File: src/trg_cfg.svh
// constants for the true random generator: offsets, fields, resets
// assumes inclusion by trg_pkg and trg_top; definitions only
`ifndef TRG_CFG_SVH
`define TRG_CFG_SVH

// ----------------------------------------
// register byte offsets
// ----------------------------------------
`define TRG_ADDR_CTRL 8'h00
`define TRG_ADDR_CFG 8'h04
`define TRG_ADDR_CMD 8'h08
`define TRG_ADDR_RESULT 8'h0c
`define TRG_ADDR_GPOLY 8'h10
`define TRG_ADDR_FPOLY 8'h14
`define TRG_ADDR_MONCTL 8'h18
`define TRG_ADDR_RCCFG 8'h1c
`define TRG_ADDR_APCFG 8'h20
`define TRG_ADDR_RCSTAT 8'h24
`define TRG_ADDR_APSTAT 8'h28
`define TRG_ADDR_EVENT 8'h2c

// ----------------------------------------
// field positions
// ----------------------------------------
`define TRG_CTL_ON 5:0
`define TRG_CTL_HALT_RC 8
`define TRG_CTL_HALT_AP 9
`define TRG_CFG_SIZE 5:0
`define TRG_CFG_RLEN 11:8
`define TRG_CFG_RED_EN 12
`define TRG_CFG_COR_EN 13
`define TRG_CFG_SEL 15:14
`define TRG_CFG_DIV 23:16
`define TRG_CFG_INIT 31:24
`define TRG_CMD_START 0
`define TRG_MON_RC 0
`define TRG_MON_AP 1
`define TRG_POLY 30:0
`define TRG_AP_CUT 15:0
`define TRG_AP_WIN 31:16
`define TRG_SRC_GFLEX 3
`define TRG_SRC_FFLEX 5
`define TRG_EV_RC 0
`define TRG_EV_AP 1
`define TRG_EV_ALL 1:0
`define TRG_RC_CUT 7:0
`define TRG_RCS_BIT 0
`define TRG_RCS_TALLY 15:8

// ----------------------------------------
// reset values and limits
// ----------------------------------------
`define TRG_CFG_RESET 32'h0000_0020
`define TRG_ZERO32 32'h0000_0000
`define TRG_MAX_SIZE 6'h20
`define TRG_PAD_POLY 1'h0

`endif

File: src/trg_pkg.sv
// types for the true random generator
// assumes trg_cfg.svh in the include path
`include "trg_cfg.svh"

package trg_pkg;

	// ----------------------------------------
	// monitored stream choice
	// ----------------------------------------
	typedef enum logic [1:0] {
		TRG_MON_SAMPLED,
		TRG_MON_FOLDED,
		TRG_MON_CORRECTED
	} trg_sel_t;

	// ----------------------------------------
	// drive towards the ring oscillators
	// ----------------------------------------
	typedef struct packed {
		logic [5:0] source_on_bits;
		logic [30:0] galois_poly;
		logic [30:0] fibonacci_poly;
	} trg_osc_drive_t;

	// ----------------------------------------
	// whole block state
	// ----------------------------------------
	typedef struct packed {
		logic pready;
		logic pslverr;
		logic [31:0] prdata;
		logic [5:0] src_on;
		logic halt_on_repeat_fail;
		logic halt_on_proportion_fail;
		logic [31:0] cfg;
		logic [30:0] gpoly;
		logic [30:0] fpoly;
		trg_osc_drive_t drive;
		logic busy;
		logic [31:0] entropy_output;
		logic [31:0] shift;
		logic [5:0] bitcnt;
		logic [7:0] div_cnt;
		logic tick;
		logic [5:0] sync1;
		logic [5:0] sync2;
		logic [7:0] init_cnt;
		logic any_on;
		logic acc;
		logic [3:0] red_cnt;
		logic pair_have;
		logic pair_first;
		logic repeat_test_run;
		logic proportion_test_run;
		logic [7:0] rc_threshold;
		logic [15:0] ap_threshold;
		logic [15:0] ap_window;
		logic rc_bit;
		logic [7:0] same_value_tally;
		logic ap_bit;
		logic [15:0] hit_tally;
		logic [15:0] ap_index;
		logic ap_fresh;
		logic [1:0] events;
	} trg_state_t;

endpackage

File: src/trg_top.sv
// true random generator: sampling, folding, correction, monitor, apb slave
// assumes ring oscillators outside driving osc_raw asynchronously
`timescale 1ns/1ps
`include "trg_cfg.svh"

module trg_top (
	// apb slave
	input wire logic pclk,
	input wire logic presetn,
	input wire logic psel,
	input wire logic penable,
	input wire logic pwrite,
	input wire logic [7:0] paddr,
	input wire logic [31:0] pwdata,
	output logic [31:0] prdata,
	output logic pready,
	output logic pslverr,
	// ring oscillators
	input wire logic [5:0] osc_raw,
	output trg_pkg::trg_osc_drive_t osc_drive
);
	import trg_pkg::*;

	trg_state_t s;
	trg_state_t n;

	// ----------------------------------------
	// next state
	// ----------------------------------------
	always_comb begin
		logic acc_req;
		logic sampled_noise_bit;
		logic rbit;
		logic rvld;
		logic tbit;
		logic tvld;
		logic mbit;
		logic mvld;
		logic rc_det;
		logic ap_det;
		logic [31:0] rdat;
		logic [31:0] ev_clr;
		logic go;
		acc_req = psel && penable && !s.pready;
		sampled_noise_bit = 1'b0;
		rbit = 1'b0;
		rvld = 1'b0;
		tbit = 1'b0;
		tvld = 1'b0;
		mbit = 1'b0;
		mvld = 1'b0;
		rc_det = 1'b0;
		ap_det = 1'b0;
		rdat = `TRG_ZERO32;
		ev_clr = `TRG_ZERO32;
		go = 1'b0;
		n = s;

		// ----------------------------------------
		// apb access, one wait state
		// ----------------------------------------
		n.pready = acc_req;
		n.pslverr = 1'b0;
		if (acc_req) begin
			if (paddr == `TRG_ADDR_CTRL) begin
				rdat[`TRG_CTL_ON] = s.src_on;
				rdat[`TRG_CTL_HALT_RC] = s.halt_on_repeat_fail;
				rdat[`TRG_CTL_HALT_AP] = s.halt_on_proportion_fail;
				if (pwrite) begin
					n.src_on = pwdata[`TRG_CTL_ON];
					n.halt_on_repeat_fail = pwdata[`TRG_CTL_HALT_RC];
					n.halt_on_proportion_fail = pwdata[`TRG_CTL_HALT_AP];
				end
			end else if (paddr == `TRG_ADDR_CFG) begin
				rdat = s.cfg;
				if (pwrite) begin
					n.cfg = pwdata;
					if (pwdata[`TRG_CFG_SIZE] > `TRG_MAX_SIZE) begin
						n.cfg[`TRG_CFG_SIZE] = `TRG_MAX_SIZE;
					end
				end
			end else if (paddr == `TRG_ADDR_CMD) begin
				rdat[`TRG_CMD_START] = s.busy;
				if (pwrite && pwdata[`TRG_CMD_START]) begin
					go = 1'b1;
					n.busy = 1'b1;
					n.bitcnt = '0;
					n.shift = `TRG_ZERO32;
				end
			end else if (paddr == `TRG_ADDR_RESULT) begin
				rdat = s.entropy_output;
			end else if (paddr == `TRG_ADDR_GPOLY) begin
				rdat[`TRG_POLY] = s.gpoly;
				if (pwrite) begin
					n.gpoly = pwdata[`TRG_POLY];
				end
			end else if (paddr == `TRG_ADDR_FPOLY) begin
				rdat[`TRG_POLY] = s.fpoly;
				if (pwrite) begin
					n.fpoly = pwdata[`TRG_POLY];
				end
			end else if (paddr == `TRG_ADDR_MONCTL) begin
				rdat[`TRG_MON_RC] = s.repeat_test_run;
				rdat[`TRG_MON_AP] = s.proportion_test_run;
				if (pwrite) begin
					n.repeat_test_run = pwdata[`TRG_MON_RC];
					n.proportion_test_run = pwdata[`TRG_MON_AP];
					if (pwdata[`TRG_MON_RC] && !s.repeat_test_run) begin
						n.same_value_tally = '0;
					end
					if (pwdata[`TRG_MON_AP] && !s.proportion_test_run) begin
						n.ap_fresh = 1'b1;
					end
				end
			end else if (paddr == `TRG_ADDR_RCCFG) begin
				rdat[`TRG_RC_CUT] = s.rc_threshold;
				if (pwrite) begin
					n.rc_threshold = pwdata[`TRG_RC_CUT];
				end
			end else if (paddr == `TRG_ADDR_APCFG) begin
				rdat[`TRG_AP_CUT] = s.ap_threshold;
				rdat[`TRG_AP_WIN] = s.ap_window;
				if (pwrite) begin
					n.ap_threshold = pwdata[`TRG_AP_CUT];
					n.ap_window = pwdata[`TRG_AP_WIN];
				end
			end else if (paddr == `TRG_ADDR_RCSTAT) begin
				rdat[`TRG_RCS_BIT] = s.rc_bit;
				rdat[`TRG_RCS_TALLY] = s.same_value_tally;
			end else if (paddr == `TRG_ADDR_APSTAT) begin
				rdat[`TRG_AP_CUT] = s.hit_tally;
				rdat[`TRG_AP_WIN] = s.ap_index;
			end else if (paddr == `TRG_ADDR_EVENT) begin
				rdat[`TRG_EV_ALL] = s.events;
				if (pwrite) begin
					ev_clr = pwdata;
				end
			end else begin
				n.pslverr = 1'b1;
			end
		end
		n.prdata = acc_req ? rdat : `TRG_ZERO32;
		n.events = s.events & ~ev_clr[`TRG_EV_ALL];

		// ----------------------------------------
		// sample enable divider
		// ----------------------------------------
		n.tick = 1'b0;
		if (s.div_cnt >= s.cfg[`TRG_CFG_DIV]) begin
			n.div_cnt = '0;
			n.tick = 1'b1;
		end else begin
			n.div_cnt = s.div_cnt + 8'h01;
		end

		// two sync flops clocked on sample enable
		if (s.tick) begin
			n.sync1 = osc_raw;
			n.sync2 = s.sync1;
		end
		n.sync1 = n.sync1 & s.src_on;
		n.sync2 = n.sync2 & s.src_on;

		n.any_on = |s.src_on;
		if (n.any_on && !s.any_on) begin
			n.init_cnt = s.cfg[`TRG_CFG_INIT];
		end else if (s.tick && s.init_cnt != 8'h00) begin
			n.init_cnt = s.init_cnt - 8'h01;
		end

		// ----------------------------------------
		// folding and correction
		// ----------------------------------------
		if (s.tick && s.any_on && s.init_cnt == 8'h00) begin
			sampled_noise_bit = ^s.sync2;
			if (s.cfg[`TRG_CFG_RED_EN]) begin
				if (s.red_cnt >= s.cfg[`TRG_CFG_RLEN]) begin
					rbit = s.acc ^ sampled_noise_bit;
					rvld = 1'b1;
					n.acc = 1'b0;
					n.red_cnt = '0;
				end else begin
					n.acc = s.acc ^ sampled_noise_bit;
					n.red_cnt = s.red_cnt + 4'h1;
				end
			end else begin
				rbit = sampled_noise_bit;
				rvld = 1'b1;
			end
		end
		if (rvld) begin
			if (s.cfg[`TRG_CFG_COR_EN]) begin
				// pairs, earlier bit kept on mismatch
				if (s.pair_have) begin
					n.pair_have = 1'b0;
					tbit = s.pair_first;
					tvld = s.pair_first != rbit;
				end else begin
					n.pair_have = 1'b1;
					n.pair_first = rbit;
				end
			end else begin
				tbit = rbit;
				tvld = 1'b1;
			end
		end

		// ----------------------------------------
		// result assembly
		// ----------------------------------------
		// a new start wins over a same-cycle completion
		if (s.busy && !go) begin
			// done after size bits, size 0 at once
			if (s.bitcnt >= s.cfg[`TRG_CFG_SIZE]) begin
				n.busy = 1'b0;
				n.entropy_output = s.shift;
			end else if (tvld) begin
				n.shift = {s.shift[30:0], tbit};
				n.bitcnt = s.bitcnt + 6'h01;
			end
		end

		// ----------------------------------------
		// health monitor
		// ----------------------------------------
		// stream select
		case (trg_sel_t'(s.cfg[`TRG_CFG_SEL]))
			TRG_MON_SAMPLED: begin
				mbit = sampled_noise_bit;
				mvld = s.tick && s.any_on && s.init_cnt == 8'h00;
			end
			TRG_MON_FOLDED: begin
				mbit = rbit;
				mvld = rvld;
			end
			default: begin
				mbit = tbit;
				mvld = tvld;
			end
		endcase
		if (s.repeat_test_run && mvld) begin
			if (s.same_value_tally == 8'h00 || mbit != s.rc_bit) begin
				n.rc_bit = mbit;
				n.same_value_tally = 8'h01;
			end else begin
				n.same_value_tally = s.same_value_tally + 8'h01;
			end
			if (n.same_value_tally == s.rc_threshold) begin
				rc_det = 1'b1;
				n.repeat_test_run = 1'b0;
			end
		end
		if (s.proportion_test_run && mvld) begin
			if (s.ap_fresh || s.ap_index + 16'h0001 >= s.ap_window) begin
				n.ap_fresh = 1'b0;
				n.ap_bit = mbit;
				n.ap_index = '0;
				n.hit_tally = 16'h0001;
			end else begin
				n.ap_index = s.ap_index + 16'h0001;
				if (mbit == s.ap_bit) begin
					n.hit_tally = s.hit_tally + 16'h0001;
				end
			end
			if (n.hit_tally == s.ap_threshold) begin
				ap_det = 1'b1;
				n.proportion_test_run = 1'b0;
			end
		end
		// set wins over software clear
		if (rc_det) begin
			n.events[`TRG_EV_RC] = 1'b1;
		end
		if (ap_det) begin
			n.events[`TRG_EV_AP] = 1'b1;
		end
		if ((rc_det && s.halt_on_repeat_fail) ||
			(ap_det && s.halt_on_proportion_fail)) begin
			n.src_on = '0;
		end

		n.drive.source_on_bits = n.src_on;
		n.drive.galois_poly = n.src_on[`TRG_SRC_GFLEX] ? n.gpoly : '0;
		n.drive.fibonacci_poly = n.src_on[`TRG_SRC_FFLEX] ? n.fpoly : '0;
	end

	// ----------------------------------------
	// state register
	// ----------------------------------------
	always_ff @(posedge pclk or negedge presetn) begin
		if (!presetn) begin
			s <= '0;
			s.cfg <= `TRG_CFG_RESET;
		end else begin
			s <= n;
		end
	end

	assign prdata = s.prdata;
	assign pready = s.pready;
	assign pslverr = s.pslverr;
	assign osc_drive = s.drive;

endmodule // trg_top

File: config.mk
export PLATFORM = sky130hd
export DESIGN_NAME = trg_top
export DESIGN_NICKNAME = d
export VERILOG_FILES = /design/src/trg_pkg.sv /design/src/trg_top.sv
export VERILOG_INCLUDE_DIRS = /design/src
export SDC_FILE = /design/constraint.sdc
export NUM_CORES = 1
export LEC_CHECK = 0
export BUFFER_PORTS_ARGS = -buffer_cell sky130_fd_sc_hd__clkbuf_2
export CORE_MARGIN = 8
export CORE_UTILIZATION = 30
export CTS_CLUSTER_DIAMETER = 120
export DETAILED_ROUTE_END_ITERATION = 10
export SLEW_MARGIN = 15
export SYNTH_ARGS = -nofsm -noshare
export SYNTH_HDL_FRONTEND = slang
export SYNTH_SLANG_ARGS = --single-unit
File: constraint.sdc
create_clock -name pclk -period 11.75 [get_ports pclk]
set_input_delay 0.5875 -clock pclk [delete_from_list [all_inputs] [get_ports pclk]]
set_output_delay 0.5875 -clock pclk [all_outputs]
set_load 0.02 [all_outputs]
# ---- Yosys cells after proc, flatten, opt, wreduce, memory -nomap -nowiden
# Index checks and enable logic that the tools add are counted.
dict set report word_totals {
  regBits 393
  in_bits 51
  out_inout_bits 102
  elab_cells 339
}
dict set report op_classes {
  addsub 7
  order_cmp 5
  n_eq_ne 23
  mux 203
  n_bitwise 14
  reduce_logical 49
}
# cell count
set op_table {}
lappend op_table {{$mux W32} 20}
lappend op_table {{$mux W30} 13}
lappend op_table {{$mux W31} 10}
lappend op_table {{$mux W42} 7}
lappend op_table {{$mux W38} 7}
lappend op_table {{$mux W8} 30}
lappend op_table {{$mux W62} 3}
lappend op_table {{$mux W102} 1}
lappend op_table {{$mux W94} 1}
lappend op_table {{$mux W71} 1}
lappend op_table {{$mux W1} 64}
lappend op_table {{$mux W2} 32}
lappend op_table {{$mux W40} 1}
lappend op_table {{$mux W33} 1}
lappend op_table {{$add A16 B1 Y16 const B} 2}
lappend op_table {{$eq A8 B5 Y1 const B} 4}
lappend op_table {{$eq A8 B6 Y1 const B} 4}
lappend op_table {{$mux W16} 2}
lappend op_table {{$logic_not A8 Y1} 3}
lappend op_table {{$mux W24} 1}
lappend op_table {{$mux W22} 1}
lappend op_table {{$reduce_and A10 Y1} 2}
lappend op_table {{$mux W6} 3}
lappend op_table {{$add A8 B1 Y8 const B} 2}
lappend op_table {{37 further kinds} 86}

# ---- Longest topological paths before layout
# Gate-level depths: netlist (run 1).
dict set report depth {
  depth_word 42
  ltp_mapped 25
}

# ---- Worst setup path before layout (run 1)
# No wires, ideal clock.
dict set report synth_timing {
  path_kind {register -> register}
  startpoint {register s[3] (netlist bit)}
  endpoint {register s, in the netlist osc_drive[21]}
  setup_ps 124
  arrival_ps 4754
  required_ps 11626
  setup_slack_ps 6872
  stages_incl_launch_ff 24
  path_buffers 5
  period_less_slack_ps 4878
  cell_sequence {dfrtp_1 > ha_1 > and3_1 > and3_1 > and3_1 > clkbuf_1 > and3_1 > nand3_1 > xnor2_1 > ha_1 > and3_1 > a2111oi_0 > o21ai_1 > clkbuf_1 > a32oi_1 > and3_1 > o311ai_1 > a221o_1 > nor4_2 > nor2b_1 > buf_2 > buf_6 > buf_8 > nor3b_1}
}
# item line_no
set synth_lines {}
lappend synth_lines {{start: declaration} trg_top.sv:24} ;# trg_state_t s;
lappend synth_lines {{start signal: assignment} trg_top.sv:295} ;# s <= n;

==> results of run 1 <==
## synthesized netlist by cell type (all sizes together) (28+ instances only)
library cell / number
xor2: 31
buf: 127
nand3: 48
nor2: 118
nand2: 195
and3: 34
inv: 63
o221ai: 28
a21oi: 134
nor3b: 65
mux2: 164
clkbuf: 86
dfrtp: 392
mux2i: 37
ha: 42
o21ai: 113
xnor2: 32
## critical path, stage by stage (launching register included)
cell,delay (ns)
dfrtp_1,0.45
ha_1,0.26
and3_1,0.21
and3_1,0.25
and3_1,0.28
and3_1,0.27
nand3_1,0.11
xnor2_1,0.21
ha_1,0.27
and3_1,0.17
a2111oi_0,0.88
o21ai_4,0.38
buf_4,0.36
or4_1,0.52
a311oi_1,0.29
nand4b_1,0.14
nor4_2,0.27
nor2b_4,0.54
buf_4,0.63
nor3b_1,0.13
## state kept, by name, summed over array words and instances, names as in the netlist
name,flops
s,291
pslverr,1
prdata,32
osc_drive,68
pready,1
## power groups by stage
stage	sequential [mW]	clock, mW	combinational (mW)
detailed placement	1.43	0	0.169
global placement	1.43	0	0.164
floorplan	1.42	0	0.0911
CTS	1.40	1.48	0.171
finish	1.40	1.44	0.169
global route	1.41	1.53	0.189
## cell families (layout without fill, tap and decap cells)
family          count (synthesis)  in the layout
compound gates                382            382
fa+ha+maj                      42             42
simple gates                  583            583
flops                         393            393
mux                           201            201
xor+xnor                       65             65
buf+inv                       276            314
## area by class of cell
type / instances / area [µm²]
fill: 6558 / 43600
sequential: 393 / 9840
multi-input combinational: 1273 / 8770
clock buffer: 56 / 1210
tap: 864 / 1080
timing repair buffer: 178 / 978
clock inverter: 17 / 289
inverter: 63 / 236
## placed cells by master (no fill, tap or decap), drive strengths merged, types with 34 or more instances in the layout
master  netlist  final
ha           42     42
o21ai       113    113
mux2        164    164
dfrtp       392    392
and3         34     34
nand3        48     48
clkbuf       86    207
nor3b        65     65
nor2        118    118
inv          63     66
a21oi       134    134
mux2i        37     37
nand2       195    195
## worst max-delay path by stage
| stage | endpoint | startpoint | depth (start not counted) |
|---|---|---|---|
| 6_report | osc_drive[28] | s[3] | 19 |
| 2_1_floorplan | osc_drive[21] | s[3] | 23 |
| 3_3_place_gp | osc_drive[18] | s[3] | 20 |
| 3_5_place_dp | osc_drive[28] | s[3] | 19 |
| 4_1_cts | osc_drive[28] | s[3] | 19 |
| 5_1_grt | osc_drive[54] | s[3] | 20 |
## per-layer routing
layer | vias up | global-route usage
li1 | 6767 | -
met1 | 7540 | 0.227
met2 | 434 | 0.258
met3 | 70 | 0.0246
met4 | 0 | 0.0401
met5 | - | 0
## through the flow
step,std cells,util,area (µm²)
detailed placement,2771,0.317,20900
global route,2844,0.340,22400
floorplan,1942,-,20000
CTS,2844,0.340,22400
finish,2844,0.340,22400
global placement,2771,0.317,20900
==> metrics.cfg, run 1 <==
[setup_path]
worst_ep_required_time_ns=12.17
cp.arrival_ns=7.25
crit_type=flip-flop to flip-flop
path_max_fanout=52
r2r_cells=19
reg2reg_to=osc_drive[28]
worst_setup_path_start_kind=flip-flop
rrSetupSlack_ns=4.92
endpoint_kind=flip-flop
worstReg2RegStart=s[3]

[clock_network]
postCtsSetupBuffers=0
clk_pin_slew_ns=0.06
clkSinkCount=393
cts_hold_buf=0
cts_resized=0
htree_levels=2
clock_latency_ns=0.58
clk_path_buf_depth=3
clock-root-buffer=clkbuf_16
cts_buffers=42
cts_tree=yes

[die]
start_util=0.304
die_x_um=274
die_area_um2=75300
ios=153
core_area_um2=66000
rows=94
fp.dieH_um=274

[placed_design]
dp_slack_ns=4.97
dp_hpwl_um=43600
gp_congestion=0.903
portBuffers=152

[power]
internal_power_mw=2.32
p_clk_frac=0.479
cellLeakagePower_nw=10.4
p_sw_mw=0.700
power_density_nw_per_um2=135
vdd_drop_max_v=0.0000904
swShare=0.232
p_comb_frac=0.056
power_mw=3.02
p_seq_frac=0.465

[logic_synthesis]
muxShareOfSynthArea=0.111
synth_xor_area_frac=0.0314
yosys_warnings=0
syn_inst=1942
synthArstFlopShare=1.00
synthAdderAreaFrac=0.0262
syn_area_um2=20000
ys_seq_elements=393
synth_compound_area_frac=0.121
synth_top_family_by_area=simple AND/OR/NAND/NOR gates
yosysTopAreaCell=dfrtp_1
synth_top_area_share=0.490
ys_seq_area_frac=0.491
avgSynthCellArea_um2=10.3
ys.flop_type=dfrtp_1
synth-edff-count=0
synth_simple_gate_area_share=0.146
syn_nets=2035
synthTopCellsByArea=dfrtp_1 (49%), mux2_2 (9.2%), buf_4 (3.8%)
synthDistinctLibCells=82

[routing]
avgRoutedWirePerCell_um=21.5
m1WireLength_um=28600
postRouteAntennaNets=0
via_per_inst=5.21
dr_wl_met3_um=3030
drcViolationCount=0
num_vias=14800
met2_length_um=28200
dr.pass1.iters=8
drt_iter0_drc=1446
top_layer_used=met4
wl_um=61100

[global_route]
grt_pass1_wl_um=94600
grt_pass1_vias=15200
grt_antenna_before_repair=1
grt_max_degree=155
grt-ovfl-total=0
grt_usage=0.161

[sta]
fin_skew_ns=0.0199
setup_tns_ns=0
rsz0062_at_grt=false
whs_ns=0.00595
max_slew_margin=0.281
hold_viol_final=0
worst_slack_ns=4.92
clock.fmax_mhz=147
period_share=0.581
setup_viol=0
final_max_slew_viol_count=0
period_minus_slack_ns=6.83
worst_pin_slew_ns=1.08

[cells_and_area]
area_delta_synth_final_pct=11.9
nets=2044
drive_above_1_share=0.228
diodes=0

[hold_path]
hp-class=primary input to async pin

[status]
outcome=complete, no violations

[run]
cap_violations=0

Note: power is estimated with default switching activity, not from simulation.
==> run 2, diff against run 1 <==
- clock period: 11.75 -> 6.6 ns (I/O delays scaled with it)
==> run 2 against run 1 <==
  * Combinational power increased by 77%
  * Highest routed layer unchanged
  * Clock power is 70% higher
  * Global-route usage increased by 0.075 points
  * Critical endpoint is now osc_drive[11]
  * Flip-flop and latch count is the same
  * Count of clock-buffer cells in the layout grew 7
  * First-iteration DRC count down 16%
==> metrics.cfg, run 2 (synthesis gave the netlist of run 1 again) <==
[setup_path]
cp.arrival_ns=6.31
cp_common_cell=and3_1
worst_ep_required_time_ns=7.01
crit_buf_inv=2
crit_type=flip-flop to flip-flop
path_max_fanout=26
endpoint_kind=flip-flop
cpPeakStageDelay_ns=0.71
critical-path-slowest-cell=nor2b_4
crit_chain=ha_1 > and3_1 > and3_1 > and3_1 > and3_1 > nand3_1 > xnor2_1 > ha_1 > and3_1 > o211ai_1 > o21ai_4 > buf_4 > nor2_1 > mux2_2 > a221o_1 > nor4_2 > nor2b_4 > buf_12 > nor3b_1
crit_family=simple AND/OR/NAND/NOR gates
worst_setup_path_start_kind=flip-flop

[clock_network]
postCtsSetupBuffers=0
clk_pin_slew_ns=0.06
clock-root-buffer=clkbuf_16
clock_latency_ns=0.57
clkSinkCount=393
cts_resized=0
clk_path_buf_depth=3
cts_buffers=43
htree_levels=2
cts_tree=yes

[power]
vdd_drop_max_v=0.000150
power_mw=5.25
p_sw_mw=1.22
p_comb_frac=0.057
p_seq_frac=0.476
swShare=0.233
internal_power_mw=4.03
p_clk_frac=0.467
power_density_nw_per_um2=234
cellLeakagePower_nw=10.4

[routing]
via_per_inst=5.26
num_vias=15000
drcViolationCount=0
wl_um=61700
avgRoutedWirePerCell_um=21.6
postRouteAntennaNets=0
dr.pass1.iters=6
drt_iter0_drc=1213

[cells_and_area]
final_common_cell=dfrtp_1
area_delta_synth_final_pct=12.0
layout_common_cells=dfrtp_1 (392), nand2_1 (195), mux2_2 (164)
top_register=s
drive_above_1_share=0.228
stdcell_area_um2=22400
largest_reg_flops=291
n_fill_cell=6589
nets=2053

[sta]
clock.fmax_mhz=170
setup_viol=0
max_slew_margin=0.254
worst_slack_ns=0.700
hold_viol_final=0
period_share=0.894
period_minus_slack_ns=5.90
rsz0062_at_grt=false
setup_tns_ns=0
final_max_slew_viol_count=0
worst_pin_slew_ns=1.12
fin_skew_ns=0.0217

[placed_design]
gp_congestion=0.876
portBuffers=152
place_area_um2=21000
dp_slack_ns=0.723
dp_hpwl_um=44100

[die]
start_util=0.304
core_area_um2=66000
ios=153
die_area_um2=75300
fp.dieH_um=274
rows=94
die_x_um=274

[global_route]
grt_usage=0.162
grt_antenna_before_repair=1
grt_pass1_vias=15300
grt-ovfl-total=0
grt_max_degree=134
grt_pass1_wl_um=95000

[status]
outcome=complete, no violations

[run]
cap_violations=0

[hold_path]
hp-class=primary input to flip-flop

## run 2: changes by cell type in the layout (fill, tap and decap cells not counted), moves of 2 or more
cell and change:
bufinv_16 -4, buf_4 +3, clkinvlp_4 +2, clkbuf_1 +4, clkbuf_16 +2, dlygate4sd3_1 +3, buf_12 +2, inv_6 -2
diode_2 +2
## run 2: timing repair
action	CTS	global route
endpoints found under the hold margin	117	0
hold buffers	3	0
setup endpoints to repair	0	0
## run 2: routing by layer
| metal | vias to the layer above | wire length, µm | track usage |
|---|---|---|---|
| li1 | 6775 | - | - |
| met1 | 7613 | 28100 | 0.224 |
| met2 | 523 | 27800 | 0.252 |
| met3 | 99 | 3710 | 0.0290 |
| met4 | 0 | 2100 | 0.0609 |
| met5 | - | 0 | 0 |
## run 2: final timing paths
check / startpoint / endpoint / slack [ns] / cells after the start
min in group asynchronous: presetn / prdata[28] / 0.46 / 2
max in group asynchronous: presetn / s[301] / 4.58 / 3
min: osc_raw[2] / s[111] / 0.03 / 3
max reg2reg: s[3] / osc_drive[11] / 0.70 / 19
min reg2reg: s[328] / s[328] / 0.49 / 2
max: s[3] / osc_drive[11] / 0.70 / 19
## run 2: cell type report
| class | count | area, µm² | area share |
|---|---|---|---|
| multi-input cells | 1273 | 8770 | 0.391 |
| clock inverters | 12 | 143 | 0.00636 |
| flip-flops and latches | 393 | 9840 | 0.438 |
| inverters | 63 | 236 | 0.0105 |
| diodes | 2 | 5.00 | 0.000223 |
| well taps | 864 | 1080 | 0.0482 |
| clock buffers | 63 | 1290 | 0.0577 |
| repair buffers | 186 | 1070 | 0.0477 |
## run 2: per-stage QoR
step,utilization,hold slack [ns],cells
finish,0.340,0.0330,2856
global route,0.340,0.0435,2854
CTS,0.340,0.00237,2854
detailed placement,0.318,0.471,2776
global placement,0.318,0.463,2776
floorplan,-,0.0344,1942
## run 2: tightest hold or removal path: stages
cell and delay (ns):
clkbuf_2 0.08, mux2i_1 0.05, nor2b_1 0.10
## run 2: power groups by stage
stage / logic [mW] / registers, mW / clock network, mW
2_1_floorplan: 0.162 / 2.53 / 0
3_3_place_gp: 0.294 / 2.54 / 0
3_5_place_dp: 0.301 / 2.54 / 0
4_1_cts: 0.304 / 2.50 / 2.52
5_1_grt: 0.337 / 2.51 / 2.60
6_report: 0.299 / 2.50 / 2.45
